==> src/rtl/smbus_slice_pkg.sv <==
package smbus_slice_pkg;

  // ----------------------------------------------------------------
  // Register indices and byte addresses
  // ----------------------------------------------------------------
  localparam logic [7:0] RANGE_IDX   = 8'h07;
  localparam logic [7:0] SMB_IDX     = 8'h08;
  localparam logic [7:0] SECOND_IDX  = 8'h09;
  localparam logic [7:0] SLT_HI_IDX  = 8'h0A;
  localparam logic [7:0] SLT_LO_IDX  = 8'h0B;
  localparam logic [7:0] PRIMARY_IDX = 8'h10;
  localparam logic [7:0] CTRL_IDX    = 8'h11;
  localparam logic [7:0] STATE_IDX   = 8'h12;

  localparam logic [7:0] RANGE_ADDR   = {RANGE_IDX[5:0], 2'h0};
  localparam logic [7:0] SMB_ADDR     = {SMB_IDX[5:0], 2'h0};
  localparam logic [7:0] SECOND_ADDR  = {SECOND_IDX[5:0], 2'h0};
  localparam logic [7:0] SLT_HI_ADDR  = {SLT_HI_IDX[5:0], 2'h0};
  localparam logic [7:0] SLT_LO_ADDR  = {SLT_LO_IDX[5:0], 2'h0};
  localparam logic [7:0] PRIMARY_ADDR = {PRIMARY_IDX[5:0], 2'h0};
  localparam logic [7:0] CTRL_ADDR    = {CTRL_IDX[5:0], 2'h0};
  localparam logic [7:0] STATE_ADDR   = {STATE_IDX[5:0], 2'h0};

  // ----------------------------------------------------------------
  // Field positions of the SMBus control and status register
  // ----------------------------------------------------------------
  localparam int SMB_FAST_ACK      = 7;
  localparam int SMB_ALERT         = 6;
  localparam int SMB_SECOND        = 5;
  localparam int SMB_TICK_SEL      = 4;
  localparam int SMB_LOW_FLAG      = 3;
  localparam int SMB_FREE_FLAG     = 2;
  localparam int SMB_HIGH_LOW_FLAG = 1;
  localparam int SMB_IE            = 0;

  // Own control register fields
  localparam int CTRL_RANGE_EN = 0;
  localparam int CTRL_ACK_BIT  = 1;

  // ----------------------------------------------------------------
  // Values
  // ----------------------------------------------------------------
  localparam logic [7:0] REG_RESET     = 8'h00;
  localparam logic [6:0] ALERT_ADDRESS = 7'h0C;
  localparam int         PRESCALE_DIV  = 64;
  localparam int         HIGH_DIV      = 512;
  localparam int         HIGH_SHIFT    = $clog2(HIGH_DIV);
  localparam int         TIMEOUT_W     = 16;

endpackage

==> src/rtl/interval_counter.sv <==
`timescale 1ns/10ps
// Counts ticks while a condition holds; restarts whenever it drops.
module interval_counter #(
  parameter int W = 16
) (
  input  wire logic         clk,
  input  wire logic         rstn,
  input  wire logic         tick,
  input  wire logic         active,
  output logic      [W-1:0] count
);

  logic [W-1:0] next_count;

  always_comb begin
    next_count = count;
    if (!active) begin
      next_count = '0;
    end else if (tick && (count != {W{1'b1}})) begin
      // Saturate so a stuck line never wraps back under the limit
      next_count = count + W'(1);
    end
  end

  always_ff @(posedge clk or negedge rstn) begin
    if (!rstn) begin
      count <= '0;
    end else begin
      count <= next_count;
    end
  end

endmodule

==> src/rtl/address_matcher.sv <==
`timescale 1ns/10ps
module address_matcher (
  input  wire logic       [6:0] rx_address,
  input  wire logic       [6:0] primary_own_address,
  input  wire logic       [6:0] range_addr_field,
  input  wire logic             range_enabled,
  input  wire logic             range_match_enable,
  input  wire logic       [6:0] second_own_address,
  input  wire logic             second_address_enable,
  input  wire logic             alert_response_match_enable,
  output logic                  match
);

  always_comb begin
    match = (rx_address == primary_own_address);
    if (range_enabled && (rx_address == range_addr_field)) begin
      match = 1'b1;
    end
    if (range_enabled && range_match_enable && (rx_address > primary_own_address)
        && (rx_address <= range_addr_field)) begin
      match = 1'b1;
    end
    if (second_address_enable && (rx_address == second_own_address)) begin
      match = 1'b1;
    end
    if (alert_response_match_enable && (rx_address == smbus_slice_pkg::ALERT_ADDRESS)) begin
      match = 1'b1;
    end
  end

endmodule

==> src/rtl/smbus_slice.sv <==
// Chosen here: the APB interface to the registers.
`timescale 1ns/10ps
module smbus_slice #(
  parameter int PRESCALE = smbus_slice_pkg::PRESCALE_DIV
) (
  input  wire logic        clk,
  input  wire logic        rstn,
  input  wire logic        psel,
  input  wire logic        penable,
  input  wire logic        pwrite,
  input  wire logic [7:0]  paddr,
  input  wire logic [31:0] pwdata,
  output logic      [31:0] prdata,
  output logic             pready,
  output logic             pslverr,
  input  wire logic        scl_in,
  input  wire logic        sda_in,
  input  wire logic [6:0]  rx_address,
  input  wire logic        rx_address_valid,
  input  wire logic        byte_received,
  output logic             address_match,
  output logic             ack_strobe,
  output logic             ack_nack,
  output logic             bus_free,
  output logic             timeout_irq
);

  // ----------------------------------------------------------------
  // Register state
  // ----------------------------------------------------------------
  logic [6:0]  range_addr_field;
  logic [7:0]  smb;
  logic [6:0]  second_own_address;
  logic [7:0]  low_timeout_high_byte;
  logic [7:0]  low_timeout_low_byte;
  logic [6:0]  primary_own_address;
  logic [1:0]  ctrl;
  logic        awaiting_ack;
  logic [6:0]  next_range_addr_field;
  logic [7:0]  next_smb;
  logic [6:0]  next_second_own_address;
  logic [7:0]  next_low_timeout_high_byte;
  logic [7:0]  next_low_timeout_low_byte;
  logic [6:0]  next_primary_own_address;
  logic [1:0]  next_ctrl;
  logic        next_awaiting_ack;
  logic [31:0] next_prdata;
  logic        next_pslverr;
  logic        next_ack_strobe;
  logic        next_ack_nack;
  logic        next_address_match;

  logic        setup;
  logic        wr;
  logic        mapped;
  logic [15:0] low_timeout_value;
  logic [15:0] high_limit;
  logic [15:0] low_count;
  logic [15:0] both_high_count;
  logic [15:0] high_low_count;
  logic        tick;
  logic        low_set;
  logic        high_low_set;
  logic        range_enabled;
  logic        match;
  logic [5:0]  prescale;
  logic [5:0]  next_prescale;

  assign setup             = psel && !penable;
  assign wr                = psel && penable && pwrite;
  assign pready            = psel && penable;
  assign low_timeout_value = {low_timeout_high_byte, low_timeout_low_byte};
  assign high_limit        = low_timeout_value >> smbus_slice_pkg::HIGH_SHIFT;
  assign range_enabled     = (range_addr_field != 7'h00);

  function automatic logic is_mapped(input logic [7:0] a);
    is_mapped = (a == smbus_slice_pkg::RANGE_ADDR) || (a == smbus_slice_pkg::SMB_ADDR)
             || (a == smbus_slice_pkg::SECOND_ADDR) || (a == smbus_slice_pkg::SLT_HI_ADDR)
             || (a == smbus_slice_pkg::SLT_LO_ADDR) || (a == smbus_slice_pkg::PRIMARY_ADDR)
             || (a == smbus_slice_pkg::CTRL_ADDR) || (a == smbus_slice_pkg::STATE_ADDR);
  endfunction

  assign mapped = is_mapped(paddr);

  // ----------------------------------------------------------------
  // Timeout clock and counters
  // ----------------------------------------------------------------
  always_comb begin
    next_prescale = prescale + 6'h01;
    if (prescale == 6'(PRESCALE - 1)) begin
      next_prescale = 6'h00;
    end
  end

  assign tick = smb[smbus_slice_pkg::SMB_TICK_SEL] || (prescale == 6'(PRESCALE - 1));

  interval_counter #(.W(smbus_slice_pkg::TIMEOUT_W)) low_ctr (
    .clk    (clk),
    .rstn   (rstn),
    .tick   (tick),
    .active (!scl_in),
    .count  (low_count)
  );

  // Disjoint conditions: any change of line levels restarts the count
  interval_counter #(.W(smbus_slice_pkg::TIMEOUT_W)) both_high_ctr (
    .clk    (clk),
    .rstn   (rstn),
    .tick   (tick),
    .active (scl_in && sda_in),
    .count  (both_high_count)
  );

  interval_counter #(.W(smbus_slice_pkg::TIMEOUT_W)) high_low_ctr (
    .clk    (clk),
    .rstn   (rstn),
    .tick   (tick),
    .active (scl_in && !sda_in),
    .count  (high_low_count)
  );

  assign low_set   = !scl_in && (low_timeout_value != 16'h0000)
                  && (low_count == low_timeout_value);
  assign high_low_set = scl_in && !sda_in && (high_low_count > high_limit);

  // Free while measuring and after the threshold alike
  assign bus_free    = scl_in && sda_in;
  assign timeout_irq = smb[smbus_slice_pkg::SMB_HIGH_LOW_FLAG] && smb[smbus_slice_pkg::SMB_IE];

  address_matcher matcher (
    .rx_address                  (rx_address),
    .primary_own_address         (primary_own_address),
    .range_addr_field            (range_addr_field),
    .range_enabled               (range_enabled),
    .range_match_enable          (ctrl[smbus_slice_pkg::CTRL_RANGE_EN]),
    .second_own_address          (second_own_address),
    .second_address_enable       (smb[smbus_slice_pkg::SMB_SECOND]),
    .alert_response_match_enable (smb[smbus_slice_pkg::SMB_ALERT]),
    .match                       (match)
  );

  // ----------------------------------------------------------------
  // Register writes, flags and acknowledge
  // ----------------------------------------------------------------
  always_comb begin
    next_range_addr_field      = range_addr_field;
    next_smb                   = smb;
    next_second_own_address    = second_own_address;
    next_low_timeout_high_byte = low_timeout_high_byte;
    next_low_timeout_low_byte  = low_timeout_low_byte;
    next_primary_own_address   = primary_own_address;
    next_ctrl                  = ctrl;
    next_awaiting_ack          = awaiting_ack;
    next_ack_strobe            = 1'b0;
    next_ack_nack              = ack_nack;
    next_address_match         = address_match;
    if (rx_address_valid) begin
      next_address_match = match;
    end
    if (wr) begin
      case (paddr)
        smbus_slice_pkg::RANGE_ADDR:   next_range_addr_field = pwdata[7:1];
        smbus_slice_pkg::SECOND_ADDR:  next_second_own_address = pwdata[7:1];
        smbus_slice_pkg::SLT_HI_ADDR:  next_low_timeout_high_byte = pwdata[7:0];
        smbus_slice_pkg::SLT_LO_ADDR:  next_low_timeout_low_byte = pwdata[7:0];
        smbus_slice_pkg::PRIMARY_ADDR: next_primary_own_address = pwdata[7:1];
        smbus_slice_pkg::CTRL_ADDR:    next_ctrl = pwdata[1:0];
        smbus_slice_pkg::SMB_ADDR: begin
          next_smb[7:4]                     = pwdata[7:4];
          next_smb[smbus_slice_pkg::SMB_IE] = pwdata[smbus_slice_pkg::SMB_IE];
          if (pwdata[smbus_slice_pkg::SMB_LOW_FLAG]) begin
            next_smb[smbus_slice_pkg::SMB_LOW_FLAG] = 1'b0;
          end
          if (pwdata[smbus_slice_pkg::SMB_HIGH_LOW_FLAG]) begin
            next_smb[smbus_slice_pkg::SMB_HIGH_LOW_FLAG] = 1'b0;
          end
        end
        default: begin
        end
      endcase
    end
    // Sets after clears so a same-cycle event is never lost
    if (low_set) begin
      next_smb[smbus_slice_pkg::SMB_LOW_FLAG] = 1'b1;
    end
    if (high_low_set) begin
      next_smb[smbus_slice_pkg::SMB_HIGH_LOW_FLAG] = 1'b1;
    end
    // Read-only, follows the lines and drops by itself
    next_smb[smbus_slice_pkg::SMB_FREE_FLAG] = scl_in && sda_in && (both_high_count > high_limit);
    if (byte_received) begin
      if (smb[smbus_slice_pkg::SMB_FAST_ACK]) begin
        next_awaiting_ack = 1'b1;
      end else begin
        next_ack_strobe = 1'b1;
        next_ack_nack   = ctrl[smbus_slice_pkg::CTRL_ACK_BIT];
      end
    end else if (wr && (paddr == smbus_slice_pkg::CTRL_ADDR) && awaiting_ack
                 && smb[smbus_slice_pkg::SMB_FAST_ACK]) begin
      next_awaiting_ack = 1'b0;
      next_ack_strobe   = 1'b1;
      next_ack_nack     = pwdata[smbus_slice_pkg::CTRL_ACK_BIT];
    end
  end

  // ----------------------------------------------------------------
  // APB read data, captured in the setup cycle
  // ----------------------------------------------------------------
  always_comb begin
    next_prdata  = prdata;
    next_pslverr = pslverr;
    if (setup) begin
      next_pslverr = !mapped;
      next_prdata  = 32'h0000_0000;
      case (paddr)
        smbus_slice_pkg::RANGE_ADDR:   next_prdata[7:0] = {range_addr_field, 1'b0};
        smbus_slice_pkg::SMB_ADDR:     next_prdata[7:0] = smb;
        smbus_slice_pkg::SECOND_ADDR:  next_prdata[7:0] = {second_own_address, 1'b0};
        smbus_slice_pkg::SLT_HI_ADDR:  next_prdata[7:0] = low_timeout_high_byte;
        smbus_slice_pkg::SLT_LO_ADDR:  next_prdata[7:0] = low_timeout_low_byte;
        smbus_slice_pkg::PRIMARY_ADDR: next_prdata[7:0] = {primary_own_address, 1'b0};
        smbus_slice_pkg::CTRL_ADDR:    next_prdata[1:0] = ctrl;
        smbus_slice_pkg::STATE_ADDR:   next_prdata[3:0] = {awaiting_ack, address_match, timeout_irq, bus_free};
        default:                       next_prdata = 32'h0000_0000;
      endcase
    end
  end

  always_ff @(posedge clk or negedge rstn) begin
    if (!rstn) begin
      range_addr_field      <= 7'h00;
      smb                   <= smbus_slice_pkg::REG_RESET;
      second_own_address    <= 7'h00;
      low_timeout_high_byte <= smbus_slice_pkg::REG_RESET;
      low_timeout_low_byte  <= smbus_slice_pkg::REG_RESET;
      primary_own_address   <= 7'h00;
      ctrl                  <= 2'h0;
      awaiting_ack          <= 1'b0;
      prescale              <= 6'h00;
      prdata                <= 32'h0000_0000;
      pslverr               <= 1'b0;
      ack_strobe            <= 1'b0;
      ack_nack              <= 1'b0;
      address_match         <= 1'b0;
    end else begin
      range_addr_field      <= next_range_addr_field;
      smb                   <= next_smb;
      second_own_address    <= next_second_own_address;
      low_timeout_high_byte <= next_low_timeout_high_byte;
      low_timeout_low_byte  <= next_low_timeout_low_byte;
      primary_own_address   <= next_primary_own_address;
      ctrl                  <= next_ctrl;
      awaiting_ack          <= next_awaiting_ack;
      prescale              <= next_prescale;
      prdata                <= next_prdata;
      pslverr               <= next_pslverr;
      ack_strobe            <= next_ack_strobe;
      ack_nack              <= next_ack_nack;
      address_match         <= next_address_match;
    end
  end

  // ----------------------------------------------------------------
  // Checks
  // ----------------------------------------------------------------
  range_bit_zero_a: assert property (@(posedge clk) disable iff (!rstn)
    (setup && !pwrite && paddr == smbus_slice_pkg::RANGE_ADDR) |=> (prdata[0] == 1'b0))
    else $error("range register bit 0 read nonzero");

  range_write_a: assert property (@(posedge clk) disable iff (!rstn)
    (wr && paddr == smbus_slice_pkg::RANGE_ADDR) |=> (range_addr_field == $past(pwdata[7:1])))
    else $error("range address not stored from bits 7 to 1");

  irq_gate_a: assert property (@(posedge clk) disable iff (!rstn)
    !smb[smbus_slice_pkg::SMB_IE] |-> !timeout_irq)
    else $error("timeout interrupt raised while disabled");

  low_disabled_a: assert property (@(posedge clk) disable iff (!rstn)
    (low_timeout_value == 16'h0000 && !smb[smbus_slice_pkg::SMB_LOW_FLAG])
    |=> !smb[smbus_slice_pkg::SMB_LOW_FLAG])
    else $error("low timeout flag set with zero value");

  high_flag_drop_a: assert property (@(posedge clk) disable iff (!rstn)
    !(scl_in && sda_in) |=> !smb[smbus_slice_pkg::SMB_FREE_FLAG])
    else $error("bus free flag stayed after lines changed");

  high_low_clear_a: assert property (@(posedge clk) disable iff (!rstn)
    (wr && paddr == smbus_slice_pkg::SMB_ADDR && pwdata[smbus_slice_pkg::SMB_HIGH_LOW_FLAG] && !high_low_set)
    |=> !smb[smbus_slice_pkg::SMB_HIGH_LOW_FLAG])
    else $error("clock high data low flag not cleared by write one");

  bus_free_a: assert property (@(posedge clk) disable iff (!rstn)
    (scl_in && sda_in) |-> bus_free)
    else $error("bus not free while both lines high");

  fast_ack_a: assert property (@(posedge clk) disable iff (!rstn)
    (wr && paddr == smbus_slice_pkg::CTRL_ADDR && awaiting_ack && smb[smbus_slice_pkg::SMB_FAST_ACK]
     && !byte_received) |=> (ack_strobe && ack_nack == $past(pwdata[smbus_slice_pkg::CTRL_ACK_BIT])))
    else $error("fast acknowledge not produced from write");

  range_match_a: assert property (@(posedge clk) disable iff (!rstn)
    (rx_address_valid && range_enabled && ctrl[smbus_slice_pkg::CTRL_RANGE_EN]
     && rx_address > primary_own_address && rx_address <= range_addr_field) |=> address_match)
    else $error("address inside range not matched");

  alert_off_a: assert property (@(posedge clk) disable iff (!rstn)
    (rx_address_valid && rx_address == smbus_slice_pkg::ALERT_ADDRESS && !smb[smbus_slice_pkg::SMB_ALERT]
     && !range_enabled && !smb[smbus_slice_pkg::SMB_SECOND] && rx_address != primary_own_address)
    |=> !address_match)
    else $error("alert address matched while disabled");

endmodule

==> config.mk <==
export PLATFORM = sky130hd
export DESIGN_NAME = smbus_slice
export DESIGN_NICKNAME = d
export VERILOG_FILES = /design/src/rtl/smbus_slice_pkg.sv /design/src/rtl/interval_counter.sv /design/src/rtl/address_matcher.sv /design/src/rtl/smbus_slice.sv
export SDC_FILE = /design/constraint.sdc
export NUM_CORES = 1
export LEC_CHECK = 0
export BUFFER_PORTS_ARGS = -buffer_cell sky130_fd_sc_hd__buf_4
export CAP_MARGIN = 20
export CORE_MARGIN = 10
export CORE_UTILIZATION = 36
export CTS_BUF_LIST = sky130_fd_sc_hd__clkbuf_8
export DETAILED_ROUTE_END_ITERATION = 12
export GPL_TIMING_DRIVEN = 0
export RECOVER_POWER = 100
export REMOVE_ABC_BUFFERS = 1
export SKIP_LAST_GASP = 1
export SLEW_MARGIN = 10
export SYNTH_ARGS = -nofsm -noshare
export SYNTH_HDL_FRONTEND = slang
export SYNTH_HIERARCHICAL = 1
export SYNTH_SLANG_ARGS = --single-unit
==> constraint.sdc <==
create_clock -name clk -period 2.4 [get_ports clk]
set_clock_uncertainty 0.1 [all_clocks]
set_input_delay 0.24 -clock clk [delete_from_list [all_inputs] [get_ports clk]]
set_output_delay 0.24 -clock clk [all_outputs]
set_load 0.005 [all_outputs]
==> implementation parameters <==
Parameter                              Value

Worst setup path
  Kind of end point of the critical path ... flip-flop
  Data arrival time of the critical path ... 2.50 ns
  Max FO, Critical Path ... 6
  Cell type group with the largest total delay on the critical path ... simple AND/OR/NAND/NOR gates
  Critical path class ... reg -> reg
  Reg-to-reg critical path startpoint ... prescale[0]$_DFF_PN0_
  R2R depth ... 8
  Reg2reg end ... high_low_ctr/count[11]$_DFFE_PN0P_
  Biggest cell delay along the critical path ... 0.46 ns
  FF-to-FF setup slack ... 0.15 ns
  CP max stage cell ... sky130_fd_sc_hd__or4_1
  Cell-by-cell trace of the critical path ... ha_2 > nand2_1 > nor2_4 > or2_4 > nand4_1 > buf_4 > or4_1 > a21oi_1
  Req. time, crit path ... 2.66 ns
  Startpoint types ... flip-flop
  Critical path buffer and inverter count ... 1

Power
  Share of total power in sequential cells ... 47.0%
  P_sw ... 0.00102 W
  Total power density per cell area ... 517 nW/um^2
  Design Power ... 0.00425 W
  Leakage power ... 3.53 nW
  Fraction of power spent switching nets ... 23.9%
  Worst VDD drop ... 0.293 mV
  Cell Int Power ... 0.00323 W
  Power share of the combinational group ... 8.2%
  Clock group share of total power ... 44.8%

STA
  Portion of the clock cycle consumed by the worst path in the final layout ... 93.6%
  Setup repair after global routing missed its margin ... false
  Final TNS setup ... 0 ns
  Final critical-path required period ... 2.25 ns
  Final max-slew violation count ... 28
  Slew headroom ... -11.2%
  Finish-stage setup viols ... 0
  Fmax ... 445 MHz
  Hold violation count in the final report ... 0
  Slew at the pin with the worst max-slew slack ... 1.67 ns

Placement
  Number of port buffers ... 46
  HPWL Detailed ... 13700 microns
  Final weighted congestion in routability-driven placement ... 0.844

GRT
  Met2 track demand over resource ... 22.4%
  Met3 usage ... 3.97%
  Initial antenna violation count ... 0
  Total gr overflow ... 0
  Via count of the first global-routing pass ... 5710
  Largest net degree at the start of global routing ... 88
  Top Usage Layer GRT ... met2
  GR Layer Usage met1 ... 19.2%
  GRT Total Usage ... 14.6%
  Wire length of the first global-routing pass ... 30700 microns

Synthesis
  Post-synth top area share ... 39.7%
  Per-instance average area after synthesis ... 9.93 sq um
  Cell types occupying the most area after synthesis ... sky130_fd_sc_hd__dfrtp_1, sky130_fd_sc_hd__mux2_2, sky130_fd_sc_hd__ha_1
  Sequential element share of the synthesized area ... 39.7%
  Number of register bits inferred by synthesis ... 114
  Cell Area, Synth ... 7180 sq um
  Syn Inst Count ... 723
  Post-synth top flop ... sky130_fd_sc_hd__dfrtp_1
  Post-synthesis async set-or-reset flop share ... 100%
  Total number of yosys warnings ... 6
  Number of enable-type register cells in the synthesized netlist ... 0
  Largest area contributor in the netlist ... sky130_fd_sc_hd__dfrtp_1
  Number of distinct standard cells referenced by the synthesized netlist ... 68

Clock tree
  Number of H-tree levels ... 4
  Root Buffer Master ... sky130_fd_sc_hd__clkbuf_8
  Maximum clock insertion buffer count ... 2
  Number of CTS-inserted buffers ... 17
  Clock Pin Slew Worst Setup and Hold Paths ... 0.07 ns
  CTS tree ... built
  Clock latency at the later pin of the worst-skew pair ... 0.44 ns
  Clock sinks ... 114

Route
  Detailed-route wire length per cell ... 17.8 microns
  Total vias in the final route ... 5844
  Detailed router's first-iteration violation count ... 361
  Iteration count of the initial detailed-routing pass ... 5
  Number of vias per cell after detailed routing ... 5.48
  Antenna Nets Post-Route ... 0
  DRC violations left ... 0
  Detailed Route WL ... 19000 microns

Final layout
  Post-layout net count ... 877
  Total inserted antenna cells ... 0
  Area growth from synthesis to layout ... 14.5%
  Commonest non-fill, non-tap cell in the layout ... sky130_fd_sc_hd__dfrtp_1
  Highest-count cells in the layout ignoring fill and taps ... sky130_fd_sc_hd__dfrtp_1, sky130_fd_sc_hd__nand2_1, sky130_fd_sc_hd__a21oi_1, sky130_fd_sc_hd__mux2_2
  Ratio of cells with drive above 1 in the final layout ... 18.4%

Die
  Height of the die ... 161 microns
  Core Area ... 19500 sq um
  Cell Rows ... 51
  Die width ... 161 microns
  Effective utilization at floorplan ... 36.8%
  Area enclosed by the die boundary ... 26000 sq um
  Top-level port count ... 95

Min path
  Hold Crit Start ... scl_in
  Worst hold path cell count ... 4
  Hold Crit Class ... in -> reg
  End point of the most critical hold path ... smb[3]$_DFFE_PN0P_

Status
  Result of the run ... complete, but fails checks
  Violated checks ... max-capacitance violations, max-slew violations

Flow run
  Number of maximum-capacitance violations ... 1
==> synth_stat cells (5+ instances only) <==
cell and n:
sky130_fd_sc_hd__a221oi_1 6, sky130_fd_sc_hd__nor2_1 17, sky130_fd_sc_hd__o21ai_1 9, sky130_fd_sc_hd__and3_1 11, sky130_fd_sc_hd__o21ai_0 24, sky130_fd_sc_hd__nor4_1 11
sky130_fd_sc_hd__a21oi_1 52, sky130_fd_sc_hd__a211oi_1 5, sky130_fd_sc_hd__or3_1 13, sky130_fd_sc_hd__buf_4 28, sky130_fd_sc_hd__o21a_1 5, sky130_fd_sc_hd__and4_1 8
sky130_fd_sc_hd__ha_1 32, sky130_fd_sc_hd__inv_1 32, sky130_fd_sc_hd__buf_2 6, sky130_fd_sc_hd__mux2i_1 10, sky130_fd_sc_hd__or4_1 21, sky130_fd_sc_hd__a22oi_1 5
sky130_fd_sc_hd__and2_1 6, sky130_fd_sc_hd__or4b_1 5, sky130_fd_sc_hd__nand3_1 36, sky130_fd_sc_hd__xnor2_1 15, sky130_fd_sc_hd__nor2b_1 7, sky130_fd_sc_hd__nand4_1 22
sky130_fd_sc_hd__dfrtp_1 114, sky130_fd_sc_hd__nor3_1 12, sky130_fd_sc_hd__o31ai_1 22, sky130_fd_sc_hd__mux2_4 8, sky130_fd_sc_hd__xor2_1 11, sky130_fd_sc_hd__mux2_2 40
sky130_fd_sc_hd__clkbuf_1 12, sky130_fd_sc_hd__nand2_1 55
==> through the flow <==
stage	hold WS [ns]	setup WS, ns	utilization (%)	instances	cell area, sq um
floorplan	-0.156	0.123	-	698	6950
global placement	0.364	-0.405	39.0	1009	7620
detailed placement	0.0366	-0.481	39.2	1010	7660
CTS	0.00530	0.0222	42.4	1065	8290
global route	0.00545	0.0174	42.1	1066	8220
finish	0.0283	0.154	42.1	1066	8220
==> power by group through the flow <==
stage / combinational [W] / sequential, W / clock (W)
finish: 0.000350 / 0.00200 / 0.00190
global route: 0.000392 / 0.00200 / 0.00204
CTS: 0.000360 / 0.00199 / 0.00195
detailed placement: 0.000343 / 0.00203 / 0
global placement: 0.000334 / 0.00203 / 0
floorplan: 0.000148 / 0.00202 / 0
==> kinds of logic after synthesis <==
| family | Yosys count | share of synthesized area (%) |
|---|---|---|
| AO/OA/AOI/OAI | 150 | 13.0 |
| AND/OR/NAND/NOR | 262 | 23.0 |
| multiplexers | 58 | 9.34 |
| adder cells (fa/ha/maj) | 32 | 5.58 |
| other | 1 | 0.0522 |
| flip-flops | 114 | 39.7 |
| XOR/XNOR | 26 | 3.17 |
| buffers and inverters | 80 | 6.08 |
==> sequential cells by signal, indices dropped and copies added (netlist names), 2 cells and up <==
name / count
range_addr_field: 7
primary_own_address: 7
smb: 8
prescale: 6
low_ctr/count: 16
second_own_address: 7
both_high_ctr/count: 16
prdata: 8
low_timeout_high_byte: 8
ctrl: 2
high_low_ctr/count: 16
low_timeout_low_byte: 8
==> cell type report <==
class | count | area, sq um
timing repair buffer | 70 | 547
clock inverter | 6 | 76.3
multi-input combinational | 554 | 3950
fill | 1954 | 11300
sequential | 114 | 2850
clock buffer | 25 | 344
inverter | 32 | 120
tap | 265 | 332
==> worst reg2reg max path, stage by stage, from the launching register on <==
cell and delay (ns):
sky130_fd_sc_hd__dfrtp_1 0.42, sky130_fd_sc_hd__ha_2 0.24, sky130_fd_sc_hd__nand2_1 0.09, sky130_fd_sc_hd__nor2_4 0.16, sky130_fd_sc_hd__or2_4 0.21, sky130_fd_sc_hd__nand4_1 0.13, sky130_fd_sc_hd__buf_4 0.18, sky130_fd_sc_hd__or4_1 0.46
sky130_fd_sc_hd__a21oi_1 0.16
==> repair_timing <==
action / CTS / global route
setup endpoints to repair: 27 / 23
pin swaps: 4 / 1
cloned: 1 / 1
hold buffers: 10 / 0
gates resized for setup: 2 / 2
setup buffers: 13 / 0
hold endpoints to repair: 152 / 0
==> routing by layer <==
layer | up-vias | part of all wire (%) | wire (microns)
li1 | 2804 | - | -
met5 | - | 0 | 0
met2 | 149 | 45 | 8600
met4 | 0 | 1.9 | 367
met3 | 24 | 5.0 | 952
met1 | 2867 | 48 | 9110
==> worst max path at each step <==
stage / startpoint / end / slack [ns] / cells after the start
after floorplan: prescale[0]$_DFF_PN0_ / high_low_ctr/count[11]$_DFFE_PN0P_ / 0.12 / 7
after CTS: prescale[0]$_DFF_PN0_ / high_low_ctr/count[11]$_DFFE_PN0P_ / 0.02 / 8
after detailed placement: prescale[0]$_DFF_PN0_ / both_high_ctr/count[11]$_DFFE_PN0P_ / -0.48 / 7
final: prescale[0]$_DFF_PN0_ / high_low_ctr/count[11]$_DFFE_PN0P_ / 0.15 / 8
after global placement: prescale[0]$_DFF_PN0_ / high_low_ctr/count[11]$_DFFE_PN0P_ / -0.41 / 7
after global routing: prescale[0]$_DFF_PN0_ / low_ctr/count[11]$_DFFE_PN0P_ / 0.02 / 8
No activity file was read; power rests on OpenSTA's default activity.
